**src/timer0_pkg.sv**
```systemverilog
package timer0_pkg;

	// cpu address space
	localparam logic [7:0] IO_SHIFT    = 8'h20;
	localparam logic [7:0] IO_LIMIT    = 8'h40;
	localparam logic [7:0] OFF_FLAGS   = 8'h35;
	localparam logic [7:0] OFF_GTCTRL  = 8'h43;
	localparam logic [7:0] OFF_COUNT   = 8'h46;
	localparam logic [7:0] OFF_CMPA    = 8'h47;
	localparam logic [7:0] OFF_CMPB    = 8'h48;
	localparam logic [7:0] OFF_MASK    = 8'h6E;

	// field positions
	localparam int BIT_OVF        = 0;
	localparam int BIT_CMPA       = 1;
	localparam int BIT_CMPB       = 2;
	localparam int BIT_SYNC_CLR   = 0;
	localparam int BIT_ASYNC_CLR  = 1;
	localparam int BIT_SYNC_HOLD  = 7;

	// reset values
	localparam logic [7:0] RST_COUNT  = 8'h00;
	localparam logic [7:0] RST_CMP    = 8'h00;
	localparam logic [2:0] RST_FLAGS  = 3'h0;
	localparam logic [2:0] RST_MASK   = 3'h0;
	localparam logic [9:0] RST_PRE    = 10'h000;

	// counter landmarks
	localparam logic [7:0] CNT_MAX    = 8'hFF;
	localparam logic [7:0] CNT_BOTTOM = 8'h00;

	// waveform_mode_sel codes
	localparam logic [2:0] MODE_NORMAL    = 3'h0;
	localparam logic [2:0] MODE_PC_FULL   = 3'h1;
	localparam logic [2:0] MODE_CTC       = 3'h2;
	localparam logic [2:0] MODE_FAST_FULL = 3'h3;
	localparam logic [2:0] MODE_PC_CMPA   = 3'h5;
	localparam logic [2:0] MODE_FAST_CMPA = 3'h7;

	// clock select codes and prescaler tap masks
	localparam logic [2:0] CS_STOP     = 3'h0;
	localparam logic [2:0] CS_DIV1     = 3'h1;
	localparam logic [2:0] CS_DIV8     = 3'h2;
	localparam logic [2:0] CS_DIV64    = 3'h3;
	localparam logic [2:0] CS_DIV256   = 3'h4;
	localparam logic [2:0] CS_DIV1024  = 3'h5;
	localparam logic [2:0] CS_EXT_FALL = 3'h6;
	localparam logic [2:0] CS_EXT_RISE = 3'h7;
	localparam logic [9:0] TAP_8       = 10'h007;
	localparam logic [9:0] TAP_64      = 10'h03F;
	localparam logic [9:0] TAP_256     = 10'h0FF;
	localparam logic [9:0] TAP_1024    = 10'h3FF;

	typedef enum logic {DIR_UP = 1'b0, DIR_DOWN = 1'b1} dir_e;

endpackage

```
**src/timer0_prescaler.sv**
```systemverilog
`timescale 1ns/1ps
module timer0_prescaler (
	// clock and reset
	input  wire logic       clk,
	input  wire logic       rst,
	// control
	input  wire logic       preClear,
	input  wire logic [2:0] clkSel,
	input  wire logic       extPin,
	// timer clock enable
	output logic            tick
);
	typedef struct packed {
		logic [9:0] pre;
		logic [2:0] pinSync;
		logic       pinLevel;
		logic       tick;
	} pre_s;

	pre_s s_r;
	pre_s s_nxt;

	function automatic logic tapHit(input logic [9:0] pre,
		input logic [9:0] mask);
		tapHit = ((pre & mask) == mask);
	endfunction

	always_comb begin
		s_nxt = s_r;
		s_nxt.pinSync = {s_r.pinSync[1:0], extPin};
		// level changes only once stages two and three agree
		if (s_r.pinSync[1] == s_r.pinSync[2]) begin
			s_nxt.pinLevel = s_r.pinSync[2];
		end
		s_nxt.pre = preClear ? timer0_pkg::RST_PRE : 10'(s_r.pre + 10'h001);
		case (clkSel)
			timer0_pkg::CS_STOP:     s_nxt.tick = 1'b0;
			timer0_pkg::CS_DIV1:     s_nxt.tick = 1'b1;
			timer0_pkg::CS_DIV8:     s_nxt.tick = tapHit(s_r.pre, timer0_pkg::TAP_8);
			timer0_pkg::CS_DIV64:    s_nxt.tick = tapHit(s_r.pre, timer0_pkg::TAP_64);
			timer0_pkg::CS_DIV256:   s_nxt.tick = tapHit(s_r.pre, timer0_pkg::TAP_256);
			timer0_pkg::CS_DIV1024:  s_nxt.tick = tapHit(s_r.pre, timer0_pkg::TAP_1024);
			timer0_pkg::CS_EXT_FALL: s_nxt.tick = s_r.pinLevel & ~s_nxt.pinLevel;
			timer0_pkg::CS_EXT_RISE: s_nxt.tick = ~s_r.pinLevel & s_nxt.pinLevel;
			default:                 s_nxt.tick = 1'b0;
		endcase
		// a held prescaler clear halts internal sources, direct clock too
		if (preClear && clkSel != timer0_pkg::CS_EXT_FALL
			&& clkSel != timer0_pkg::CS_EXT_RISE) begin
			s_nxt.tick = 1'b0;
		end
	end

	always_ff @(posedge clk or posedge rst) begin
		if (rst) begin
			s_r <= '0;
		end else begin
			s_r <= s_nxt;
		end
	end

	assign tick = s_r.tick;

endmodule

```
**src/timer0_regs.sv**
```systemverilog
`timescale 1ns/1ps
// Notes on behaviour
// compare-A request needs its enable, global enable and its flag
// overflow request needs its enable, global enable and its flag
// with hold mode on, written prescaler-clear bits stay and keep resets
// writing hold mode zero clears both prescaler-clear bits
// sync prescaler clear resets the prescaler shared by timers 0, 1, 3
// sync prescaler clear drops after one cycle unless hold mode is on
// counter register reads and loads the 8-bit counter directly
// a counter write suppresses compare match on the next timer tick
// compare-A equality raises its flag or drives wave output A
// compare-B equality raises its flag or drives wave output B
// compare-B flag sets on match, clears by vector or write-one
// compare-A flag sets on match, clears by vector or write-one
// overflow flag sets on overflow, clears by vector or write-one
// compare-B request needs its enable, global enable and its flag
// overflow point follows the waveform mode, not one fixed count
// short io addresses decode at data offset minus 0x20, 0x00..0x3F
// software reaches extended registers only by data-space access
// forced compare drives wave output only, in non-pwm modes, no flag, no clear
// hardware set beats write-one clear in the same cycle
module timer0_regs (
	// clock and reset
	input  wire logic       clk,
	input  wire logic       rst,
	// cpu register port
	input  wire logic [7:0] ioAddr,
	input  wire logic       ioSpace,
	input  wire logic       wrEn,
	input  wire logic       rdEn,
	input  wire logic [7:0] wrData,
	output logic      [7:0] rdData,
	// cpu core status
	input  wire logic       globalIrqEn,
	input  wire logic       ackCmpA,
	input  wire logic       ackCmpB,
	input  wire logic       ackOvf,
	// timer setup
	input  wire logic [2:0] waveModeSel,
	input  wire logic [2:0] clkSel,
	input  wire logic       forceCmpA,
	input  wire logic       forceCmpB,
	input  wire logic       extPin,
	// interrupt requests
	output logic            irqCmpA,
	output logic            irqCmpB,
	output logic            irqOvf,
	// compare match to waveform unit
	output logic            matchA,
	output logic            matchB,
	// shared prescaler resets
	output logic            syncPrescalerReset,
	output logic            asyncPrescalerReset
);
	typedef struct packed {
		logic [7:0]        counterValue;
		logic [7:0]        compareAValue;
		logic [7:0]        compareBValue;
		logic [2:0]        flags;
		logic [2:0]        mask;
		logic              syncHoldMode;
		logic              syncPrescalerClear;
		logic              asyncPrescalerClear;
		logic              blockCmp;
		timer0_pkg::dir_e  dir;
		logic [7:0]        rdData;
		logic [2:0]        irq;
		logic              matchA;
		logic              matchB;
	} regs_s;

	regs_s s_r;
	regs_s s_nxt;
	logic  tick;

	// io space is a window onto data space shifted by 0x20
	function automatic logic regHit(input logic [7:0] addr,
		input logic io, input logic [7:0] off);
		if (io) begin
			regHit = (addr < timer0_pkg::IO_LIMIT)
				&& (8'(addr + timer0_pkg::IO_SHIFT) == off);
		end else begin
			regHit = (addr == off);
		end
	endfunction

	function automatic logic nextFlag(input logic flag, input logic set,
		input logic clr);
		nextFlag = set | (flag & ~clr);
	endfunction

	timer0_prescaler u_prescaler (
		.clk      (clk),
		.rst      (rst),
		.preClear (s_r.syncPrescalerClear),
		.clkSel   (clkSel),
		.extPin   (extPin),
		.tick     (tick)
	);

	// decoded strobes
	logic       wrFlags;
	logic       wrGtCtrl;
	logic       wrCount;
	logic       wrCmpA;
	logic       wrCmpB;
	logic       wrMask;
	logic       isPwm;
	logic [7:0] top;
	logic       hitA;
	logic       hitB;
	logic       ovfHit;
	logic [2:0] setEv;
	logic [2:0] clrEv;

	always_comb begin
		// io address decode
		wrFlags  = wrEn && regHit(ioAddr, ioSpace, timer0_pkg::OFF_FLAGS);
		wrGtCtrl = wrEn && regHit(ioAddr, ioSpace, timer0_pkg::OFF_GTCTRL);
		wrCount  = wrEn && regHit(ioAddr, ioSpace, timer0_pkg::OFF_COUNT);
		wrCmpA   = wrEn && regHit(ioAddr, ioSpace, timer0_pkg::OFF_CMPA);
		wrCmpB   = wrEn && regHit(ioAddr, ioSpace, timer0_pkg::OFF_CMPB);
		// mask sits above the io window, data space only
		wrMask   = wrEn && regHit(ioAddr, ioSpace, timer0_pkg::OFF_MASK);

		isPwm = waveModeSel[0];
		case (waveModeSel)
			timer0_pkg::MODE_CTC,
			timer0_pkg::MODE_PC_CMPA,
			timer0_pkg::MODE_FAST_CMPA: top = s_r.compareAValue;
			default:                    top = timer0_pkg::CNT_MAX;
		endcase

		// compare A equality
		hitA = tick && !s_r.blockCmp
			&& (s_r.counterValue == s_r.compareAValue);
		// compare B equality
		hitB = tick && !s_r.blockCmp
			&& (s_r.counterValue == s_r.compareBValue);

		// overflow point per mode
		case (waveModeSel)
			timer0_pkg::MODE_PC_FULL,
			timer0_pkg::MODE_PC_CMPA: ovfHit = tick
				&& s_r.dir == timer0_pkg::DIR_DOWN
				&& s_r.counterValue == timer0_pkg::CNT_BOTTOM;
			timer0_pkg::MODE_FAST_CMPA: ovfHit = tick
				&& s_r.counterValue == top;
			default: ovfHit = tick
				&& s_r.counterValue == timer0_pkg::CNT_MAX;
		endcase
	end

	always_comb begin
		s_nxt = s_r;

		// counting sequence; phase correct reaches bottom before turning up
		if (tick) begin
			s_nxt.blockCmp = 1'b0;
			case (waveModeSel)
				timer0_pkg::MODE_PC_FULL,
				timer0_pkg::MODE_PC_CMPA: begin
					case (s_r.dir)
						timer0_pkg::DIR_UP: begin
							if (s_r.counterValue >= top) begin
								s_nxt.dir = timer0_pkg::DIR_DOWN;
								s_nxt.counterValue = 8'(s_r.counterValue - 8'h01);
							end else begin
								s_nxt.counterValue = 8'(s_r.counterValue + 8'h01);
							end
						end
						timer0_pkg::DIR_DOWN: begin
							if (s_r.counterValue == timer0_pkg::CNT_BOTTOM) begin
								s_nxt.dir = timer0_pkg::DIR_UP;
								s_nxt.counterValue = 8'(s_r.counterValue + 8'h01);
							end else begin
								s_nxt.counterValue = 8'(s_r.counterValue - 8'h01);
							end
						end
						default: s_nxt.dir = timer0_pkg::DIR_UP;
					endcase
				end
				default: begin
					s_nxt.dir = timer0_pkg::DIR_UP;
					if (s_r.counterValue == top) begin
						s_nxt.counterValue = timer0_pkg::CNT_BOTTOM;
					end else begin
						s_nxt.counterValue = 8'(s_r.counterValue + 8'h01);
					end
				end
			endcase
		end

		// cpu load wins over counting
		if (wrCount) begin
			s_nxt.counterValue = wrData;
			// blank next compare
			s_nxt.blockCmp = 1'b1;
		end
		if (wrCmpA) begin
			s_nxt.compareAValue = wrData;
		end
		if (wrCmpB) begin
			s_nxt.compareBValue = wrData;
		end
		if (wrMask) begin
			s_nxt.mask = wrData[2:0];
		end

		// sync clear drives the shared prescaler reset
		if (wrGtCtrl) begin
			s_nxt.syncHoldMode = wrData[timer0_pkg::BIT_SYNC_HOLD];
			s_nxt.syncPrescalerClear = wrData[timer0_pkg::BIT_SYNC_CLR];
			s_nxt.asyncPrescalerClear = wrData[timer0_pkg::BIT_ASYNC_CLR];
		end else if (!s_r.syncHoldMode) begin
			// self clear unless held
			s_nxt.syncPrescalerClear = 1'b0;
			// hold off releases both clears
			s_nxt.asyncPrescalerClear = 1'b0;
		end
		// hold mode keeps written clear bits

		// compare A flag events
		setEv[timer0_pkg::BIT_CMPA] = hitA;
		clrEv[timer0_pkg::BIT_CMPA] = ackCmpA
			|| (wrFlags && wrData[timer0_pkg::BIT_CMPA]);
		// compare B flag events
		setEv[timer0_pkg::BIT_CMPB] = hitB;
		clrEv[timer0_pkg::BIT_CMPB] = ackCmpB
			|| (wrFlags && wrData[timer0_pkg::BIT_CMPB]);
		// overflow flag events
		setEv[timer0_pkg::BIT_OVF] = ovfHit;
		clrEv[timer0_pkg::BIT_OVF] = ackOvf
			|| (wrFlags && wrData[timer0_pkg::BIT_OVF]);
		// set has priority over clear
		for (int i = 0; i < 3; i++) begin
			s_nxt.flags[i] = nextFlag(s_r.flags[i], setEv[i], clrEv[i]);
		end

		// compare A request gating
		s_nxt.irq[timer0_pkg::BIT_CMPA] = globalIrqEn
			&& s_r.mask[timer0_pkg::BIT_CMPA] && s_r.flags[timer0_pkg::BIT_CMPA];
		// compare B request gating
		s_nxt.irq[timer0_pkg::BIT_CMPB] = globalIrqEn
			&& s_r.mask[timer0_pkg::BIT_CMPB] && s_r.flags[timer0_pkg::BIT_CMPB];
		// overflow request gating
		s_nxt.irq[timer0_pkg::BIT_OVF] = globalIrqEn
			&& s_r.mask[timer0_pkg::BIT_OVF] && s_r.flags[timer0_pkg::BIT_OVF];

		// forced match reaches wave output only
		s_nxt.matchA = hitA || (forceCmpA && !isPwm);
		s_nxt.matchB = hitB || (forceCmpB && !isPwm);

		// read data holds until the next read; unmapped reads zero
		if (rdEn) begin
			s_nxt.rdData = 8'h00;
			if (regHit(ioAddr, ioSpace, timer0_pkg::OFF_FLAGS)) begin
				s_nxt.rdData = {5'h00, s_r.flags};
			end
			if (regHit(ioAddr, ioSpace, timer0_pkg::OFF_GTCTRL)) begin
				s_nxt.rdData = {s_r.syncHoldMode, 5'h00,
					s_r.asyncPrescalerClear, s_r.syncPrescalerClear};
			end
			if (regHit(ioAddr, ioSpace, timer0_pkg::OFF_COUNT)) begin
				s_nxt.rdData = s_r.counterValue;
			end
			if (regHit(ioAddr, ioSpace, timer0_pkg::OFF_CMPA)) begin
				s_nxt.rdData = s_r.compareAValue;
			end
			if (regHit(ioAddr, ioSpace, timer0_pkg::OFF_CMPB)) begin
				s_nxt.rdData = s_r.compareBValue;
			end
			if (regHit(ioAddr, ioSpace, timer0_pkg::OFF_MASK)) begin
				s_nxt.rdData = {5'h00, s_r.mask};
			end
		end
	end

	always_ff @(posedge clk or posedge rst) begin
		if (rst) begin
			s_r.counterValue        <= timer0_pkg::RST_COUNT;
			s_r.compareAValue       <= timer0_pkg::RST_CMP;
			s_r.compareBValue       <= timer0_pkg::RST_CMP;
			s_r.flags               <= timer0_pkg::RST_FLAGS;
			s_r.mask                <= timer0_pkg::RST_MASK;
			s_r.syncHoldMode        <= 1'b0;
			s_r.syncPrescalerClear  <= 1'b0;
			s_r.asyncPrescalerClear <= 1'b0;
			s_r.blockCmp            <= 1'b0;
			s_r.dir                 <= timer0_pkg::DIR_UP;
			s_r.rdData              <= 8'h00;
			s_r.irq                 <= 3'h0;
			s_r.matchA              <= 1'b0;
			s_r.matchB              <= 1'b0;
		end else begin
			s_r <= s_nxt;
		end
	end

	assign rdData              = s_r.rdData;
	assign irqCmpA             = s_r.irq[timer0_pkg::BIT_CMPA];
	assign irqCmpB             = s_r.irq[timer0_pkg::BIT_CMPB];
	assign irqOvf              = s_r.irq[timer0_pkg::BIT_OVF];
	assign matchA              = s_r.matchA;
	assign matchB              = s_r.matchB;
	assign syncPrescalerReset  = s_r.syncPrescalerClear;
	assign asyncPrescalerReset = s_r.asyncPrescalerClear;
endmodule

```
**config.mk**
```make
export PLATFORM = sky130hd
export DESIGN_NAME = timer0_regs
export DESIGN_NICKNAME = d
export VERILOG_FILES = /design/src/timer0_pkg.sv /design/src/timer0_prescaler.sv /design/src/timer0_regs.sv
export SDC_FILE = /design/constraint.sdc
export NUM_CORES = 1
export LEC_CHECK = 0
export ABC_AREA = 1
export BUFFER_PORTS_ARGS = -buffer_cell sky130_fd_sc_hd__buf_2
export CORE_ASPECT_RATIO = 1.25
export CORE_UTILIZATION = 40
export CTS_BUF_LIST = sky130_fd_sc_hd__clkbuf_8
export CTS_CLUSTER_DIAMETER = 40
export DETAILED_ROUTE_END_ITERATION = 12
export PLACE_DENSITY = 0.55
export RECOVER_POWER = 100
export SLEW_MARGIN = 25
export SYNTH_ARGS = -nofsm -noshare
export SYNTH_HDL_FRONTEND = slang
export SYNTH_HIERARCHICAL = 1
export SYNTH_SLANG_ARGS = --single-unit
```
**constraint.sdc**
```tcl
create_clock -name clk -period 3.3 [get_ports clk]
set_input_delay 0 -clock clk [delete_from_list [all_inputs] [get_ports clk]]
set_output_delay 0 -clock clk [all_outputs]
set_load 0.05 [all_outputs]
```
==> results of run 1 <==
[cells by family after synthesis]
family | synth area share
flops | 0.387
buf+inv | 0.110
xor+xnor | 0.0322
simple gates | 0.276
compound gates | 0.152
fa+ha+maj | 0.0429
[Yosys cell counts]
cell type and n:
nor2_1 44, nor2_2 4, inv_4 1, o211ai_1 7, buf_4 8, xor2_1 13
a21oi_2 2, o21ai_1 16, nand3_1 39, nor4_1 1, a2111oi_0 1, ha_1 14
a21oi_4 1, nor3_2 3, clkbuf_1 4, dfrtp_1 63, o31ai_1 3, nand3b_1 1
a311oi_1 1, nor3_1 7, o21bai_1 3, o221ai_1 1, a211oi_1 2, o21ai_0 28
a21oi_1 24, nand2_4 3, xnor2_1 2, nand2_1 127, o2111ai_1 1, inv_2 6
buf_6 2, clkinv_1 1, nand2_2 8, nand4_1 8, nor2_4 2, inv_1 79
buf_2 4, a31oi_1 2, o22ai_1 14, nand3_2 3
[layer usage]
metal,share of wire,wire (µm),up-vias,GRT usage
li1,-,-,1914,-
met3,0.036,382,21,0.0410
met1,0.46,4820,1700,0.263
met4,0.024,259,0,0.0958
met5,0,0,-,0
met2,0.48,5120,92,0.363
[registers in the layout, indices dropped and copies added, names as in the netlist]
| name | cells |
|---|---|
| s_r | 33 |
| u_prescaler/s_r | 12 |
| rdData | 8 |
| u_prescaler/s_nxt | 2 |
| asyncPrescalerReset | 1 |
| irqCmpA | 1 |
| irqCmpB | 1 |
| irqOvf | 1 |
| matchA | 1 |
| matchB | 1 |
| syncPrescalerReset | 1 |
| u_prescaler/tick | 1 |
[worst max-delay path, delay by kind of cell (launching register included)]
kind                     cells  cell delay, ns
buffers and inverters        1            0.27
flip-flops                   1            0.39
AND/OR/NAND/NOR             10            1.09
adder cells (fa/ha/maj)      1            0.38
AO/OA/AOI/OAI                1            0.06
[area by class of cell]
cell class,instances,share of cell area
sequential,63,0.339
inverter,87,0.0705
clock buffer,9,0.0267
clock inverter,7,0.0205
multi-input combinational,385,0.431
timing repair buffer,63,0.0781
tap,126,0.0339
[power groups by stage]
stage | sequential (mW) | clock, mW | combinational, mW
6_report | 1.11 | 0.756 | 0.872
5_1_grt | 1.14 | 0.808 | 1.01
4_1_cts | 1.11 | 0.772 | 0.900
3_5_place_dp | 1.13 | 0 | 0.882
3_3_place_gp | 1.12 | 0 | 0.876
2_1_floorplan | 1.03 | 0 | 0.736
[path summary, 6_finish.rpt]
check	cells after the start	endpoint	slack, ns	start
max	13	s_r[42]	1.0	s_r[40]
min	4	matchA	0.006	waveModeSel[0]
max reg2reg	13	s_r[42]	1.0	s_r[40]
min reg2reg	0	u_prescaler/s_nxt[4]	0.36	u_prescaler/s_nxt[3]
max in group asynchronous	4	s_r[31]	1.23	rst
min in group asynchronous	3	u_prescaler/s_r[9]	0.24	rst
[timing repair]
action | in CTS | in global routing
hold buffers | 14 | 0
gates resized for setup | 0 | 0
hold endpoints to repair | 65 | 0
==> summary.txt, run 1 <==
Timing
  – Final Cycle Share: 0.698
  – Final Hold Fails: 0
  – RSZ-0062 raised after global routing: false
  – Pins over their slew limit: 0
  – Slew at the pin closest to its max-slew limit: 1.17 ns
  – Rel. slew slack: 0.220
  – Final setup viols: 0
  – Setup TNS: 0 ns
  – FMAX: 0.434 GHz
  – Clock skew: 0.00699 ns
  – Hold Slack: 0.00564 ns
  – PnR worst setup slack: 0.997 ns
  – Min cycle time layout: 2.30 ns

Worst setup path
  – CP Capture Type: register
  – Slowest stage cell, crit path: dfrtp_1
  – Crit-path cells: clkinv_1 -> ha_1 -> nand2_1 -> nor2_1 -> nand2_1 -> nand3_1 -> nor2_1 -> nand2_1 -> nand2_1 -> nand2_1 -> nand3_1 -> nand2_1 -> o21bai_1
  – Critical Path Start Type: register
  – WP data required: 3.53 ns
  – Critical Path AT: 2.54 ns
  – Critical path's most frequent cell: nand2_1
  – Kind of critical path: register to register
  – Slowest Stage Delay on Critical Path: 0.39 ns
  – CP max FO: 10

Synthesis
  – Synth Register Bits: 63
  – Top cell type by total area after synthesis: dfrtp_1
  – Synth Warn #: 6
  – Top cells by area, synth: dfrtp_1 (39%), nand2_1 (12%), inv_1 (7.3%)
  – Post-synth top area share: 0.387
  – Syn Inst Count: 553
  – Post-synthesis net count: 601
  – Avg Synthesized Cell Area: 7.38 µm²
  – Synth cell types: 40
  – Synth Cell Area: 0.00408 mm²
  – Post-synthesis sequential area ratio: 0.387

Placed design
  – Post-DP HPWL: 8.08 mm
  – Inst Count DP: 710
  – Worst slack at placement: 1.13 ns
  – # port buffers: 48
  – Post-DP Area: 0.00437 mm²
  – Routability Congestion: 0.895

Clock network
  – Post-CTS setup buffer count: 0
  – Clk buf depth: 2
  – CTS tree: done
  – Worst skew pair latency: 0.35 ns
  – CTS Sinks: 63
  – Inserted Clock Buffers: 9
  – Clock slew at reported path FFs: 0.08 ns
  – CTS Root Buffer Type: clkbuf_8
  – Htree depth: 3

Layout
  – Area grow syn2layout: 13.9%
  – Final Net Count: 657
  – Multi-input logic area: 0.00200 mm²
  – Final instance area: 0.00465 mm²
  – Most frequent cells in the layout: nand2_1 (134), inv_1 (81), dfrtp_1 (63)
  – Seq. cell area: 0.00158 mm²
  – Fillers: 1018
  – Final design utilization: 0.476
  – Share of cells above drive strength 1: 0.109
  – Non-filler instance count after layout: 740
  – Commonest non-fill, non-tap cell in the layout: nand2_1
  – Diodes inserted: 0

Route
  – Post-route DRC: 0
  – Vias/cell: 5.04
  – DR pass1 iterations: 5
  – WL per Instance: 14.3 µm
  – Initial DRC count: 207
  – Routed wire length: 10.6 mm
  – Routed vias: 3727
  – Routed Antenna Nets: 0

Floorplan
  – Initial Util: 0.418
  – Row Count: 40
  – Die width: 92.3 µm
  – Core area: 0.00976 mm²
  – Chip height: 115 µm
  – I/O pin cnt: 49
  – Die Footprint: 0.0106 mm²

Power and ir drop
  – Seq pwr share: 0.405
  – Psw: 1.07 mW
  – Clk network pwr share: 0.276
  – Int Pwr: 1.67 mW
  – Design Power: 2.74 mW
  – Combinational group share of total power: 0.318
  – Peak VDD IR: 0.000234 V
  – Lkg Pwr: 2.32 nW
  – Pwr dens: 589 mW/mm²
  – Switching Fraction: 0.391

Status
  – Outcome: completed

Run
  – Max Cap Violations: 0

GRT
  – GR Overflow Total: 0
  – Vias in the first global route: 3534
  – Largest net degree at the start of global routing: 30
  – Initial antenna violation count: 0
  – First-pass GRT wire length: 17.5 mm
  – GRT Util Overall: 0.214

Hold path
  – Hold WC Path Type: input port to register
Power figures use the tool's default switching activity.
==> inputs of run 2 (changes only) <==
--- a/config.mk
+++ b/config.mk
@@ -12,7 +12,7 @@
 export CTS_BUF_LIST = sky130_fd_sc_hd__clkbuf_8
 export CTS_CLUSTER_DIAMETER = 40
 export DETAILED_ROUTE_END_ITERATION = 12
-export PLACE_DENSITY = 0.55
+export PLACE_DENSITY = 0.58
 export RECOVER_POWER = 100
 export SLEW_MARGIN = 25
 export SYNTH_ARGS = -nofsm -noshare
==> constraint.sdc (replaced) <==
create_clock -name clk -period 1.89 [get_ports clk]
set_input_delay 0 -clock clk [delete_from_list [all_inputs] [get_ports clk]]
set_output_delay 0 -clock clk [all_outputs]
set_load 0.05 [all_outputs]
==> summary.txt, run 2 (synthesis gave the netlist of run 1 again) <==
Worst setup path
  – Critical Path Start Type: register
  – WP data required: 2.18 ns
  – CP max FO: 6
  – CP Capture Type: register
  – Kind of critical path: register to register
  – Slowest Stage Delay on Critical Path: 0.39 ns
  – Slowest stage cell, crit path: dfrtp_1
  – Critical path's most frequent cell: nand2_4
  – Crit-path cells: inv_2 -> nand2_2 -> ha_4 -> nand2_4 -> nor2_4 -> nand2_2 -> nand3_2 -> nor2_4 -> nand2_4 -> nand2_4 -> buf_4 -> a21oi_1 -> nand3_1 -> nand2_1
  – Critical Path AT: 2.10 ns

Layout
  – Most frequent cells in the layout: nand2_1 (123), inv_1 (80), dfrtp_1 (62)
  – Final instance area: 0.00499 mm²
  – Final design utilization: 0.511
  – Largest register by flop count: s_r
  – Share of cells above drive strength 1: 0.188
  – Area grow syn2layout: 22.3%
  – Max FFs per register: 33
  – Final Net Count: 687
  – Non-filler instance count after layout: 770
  – Diodes inserted: 0
  – Top flop regs: s_r: 33 flops, u_prescaler/s_r: 12 flops, rdData: 8 flops
  – Commonest non-fill, non-tap cell in the layout: nand2_1

Hold path
  – Hold WC Path Type: input port to register

GRT
  – GR Overflow Total: 0
  – Largest net degree at the start of global routing: 49
  – Vias in the first global route: 3685
  – GRT Util Overall: 0.213
  – First-pass GRT wire length: 17.4 mm
  – Initial antenna violation count: 0

Placed design
  – # port buffers: 48
  – Inst Count DP: 734
  – Post-DP Area: 0.00455 mm²
  – Post-DP HPWL: 8.24 mm
  – Routability Congestion: 0.867

Power and ir drop
  – Pwr dens: 1050 mW/mm²
  – Peak VDD IR: 0.000411 V
  – Lkg Pwr: 2.51 nW
  – Design Power: 5.23 mW

Route
  – Routed vias: 3880
  – DR pass1 iterations: 5
  – Vias/cell: 5.04
  – Routed Antenna Nets: 0
  – Routed wire length: 10.9 mm
  – Post-route DRC: 0
  – Initial DRC count: 178
  – WL per Instance: 14.1 µm

Floorplan
  – Chip height: 115 µm
  – I/O pin cnt: 49
  – Row Count: 40
  – Die Footprint: 0.0106 mm²
  – Core area: 0.00976 mm²
  – Die width: 92.3 µm
  – Initial Util: 0.418

Timing
  – Hold Slack: 0.00706 ns
  – Final Cycle Share: 0.958
  – RSZ-0062 raised after global routing: true
  – Pins over their slew limit: 0
  – Rel. slew slack: 0.179
  – Min cycle time layout: 1.81 ns
  – Slew at the pin closest to its max-slew limit: 1.23 ns
  – Final Hold Fails: 0
  – FMAX: 0.553 GHz
  – Clock skew: 0.0111 ns
  – Final setup viols: 0

Clock network
  – Htree depth: 3
  – Inserted Clock Buffers: 9
  – Worst skew pair latency: 0.35 ns
  – Clock slew at reported path FFs: 0.07 ns
  – CTS tree: done
  – CTS Root Buffer Type: clkbuf_8
  – CTS Sinks: 63
  – Clk buf depth: 2

Run
  – Max Cap Violations: 0

Status
  – Outcome: completed
run 2: changes by cell type in the layout (fill, tap and decap cells not counted), moves of 4 or more:
cell	delta
nand2_1	-11
nand2_2	+8
nand2_4	+4
buf_4	+26
nor2_1	-5
run 2: area by class of cell:
type                       instances  area, µm²
clock buffer                      10        138
fill                            1013       4770
tap                              126        158
multi-input combinational        386       2130
inverter                          87        329
sequential                        63       1580
clock inverter                     6       85.1
timing repair buffer              92        572
run 2: through the flow:
step	TNS, ns	setup slack [ns]
global route	-0.151	-0.0493
floorplan	0	0.0358
global placement	-0.00161	-0.00161
CTS	0	0.000579
finish	0	0.0803
detailed placement	-0.533	-0.119
run 2: metal layers:
metal  GRT usage  part of all wire  vias to the layer above
met2       0.375              0.49                       84
met3      0.0430             0.041                       22
li1            -                 -                     1972
met5           0                 0                        -
met4      0.0802             0.026                        0
met1       0.255              0.44                     1802
run 2: critical path: cells and delay by family, from the launching register on:
| kind | cells | cell delay (ns) |
|---|---|---|
| and+or+nand+nor | 10 | 0.75 |
| AOI/OAI and AO/OA | 1 | 0.10 |
| adders and majority gates | 1 | 0.27 |
| DFF | 1 | 0.39 |
| buffers and inverters | 2 | 0.22 |
run 2: what timing repair did:
action / CTS / global route
hold buffers: 14 / 0
setup endpoints to repair: 3 / 10
buffers inserted: 0 / 5
endpoints found under the hold margin: 84 / 0
resized for setup: 2 / 25
pin swaps: 0 / 19
cloned: 0 / 1
run 2: final timing paths:
path                                 startpoint              endpoint  slack, ns  cells after the start
max                                     s_r[32]               s_r[46]       0.08                     14
min                              waveModeSel[0]                matchB      0.007                      4
max reg2reg                             s_r[32]               s_r[46]       0.08                     14
min reg2reg                u_prescaler/s_nxt[3]  u_prescaler/s_nxt[4]       0.36                      0
max in group asynchronous                   rst               s_r[41]       0.49                      4
min in group asynchronous                   rst    u_prescaler/s_r[1]       0.24                      3
run 2: report_power, final:
group / internal [mW] / leakage (nW) / switching (mW) / total, mW
Combinational: 0.861 / 1.57 / 1.26 / 2.13
Clock: 0.773 / 0.114 / 0.540 / 1.31
Sequential: 1.59 / 0.823 / 0.203 / 1.80
Total: 3.23 / 2.51 / 2.01 / 5.23
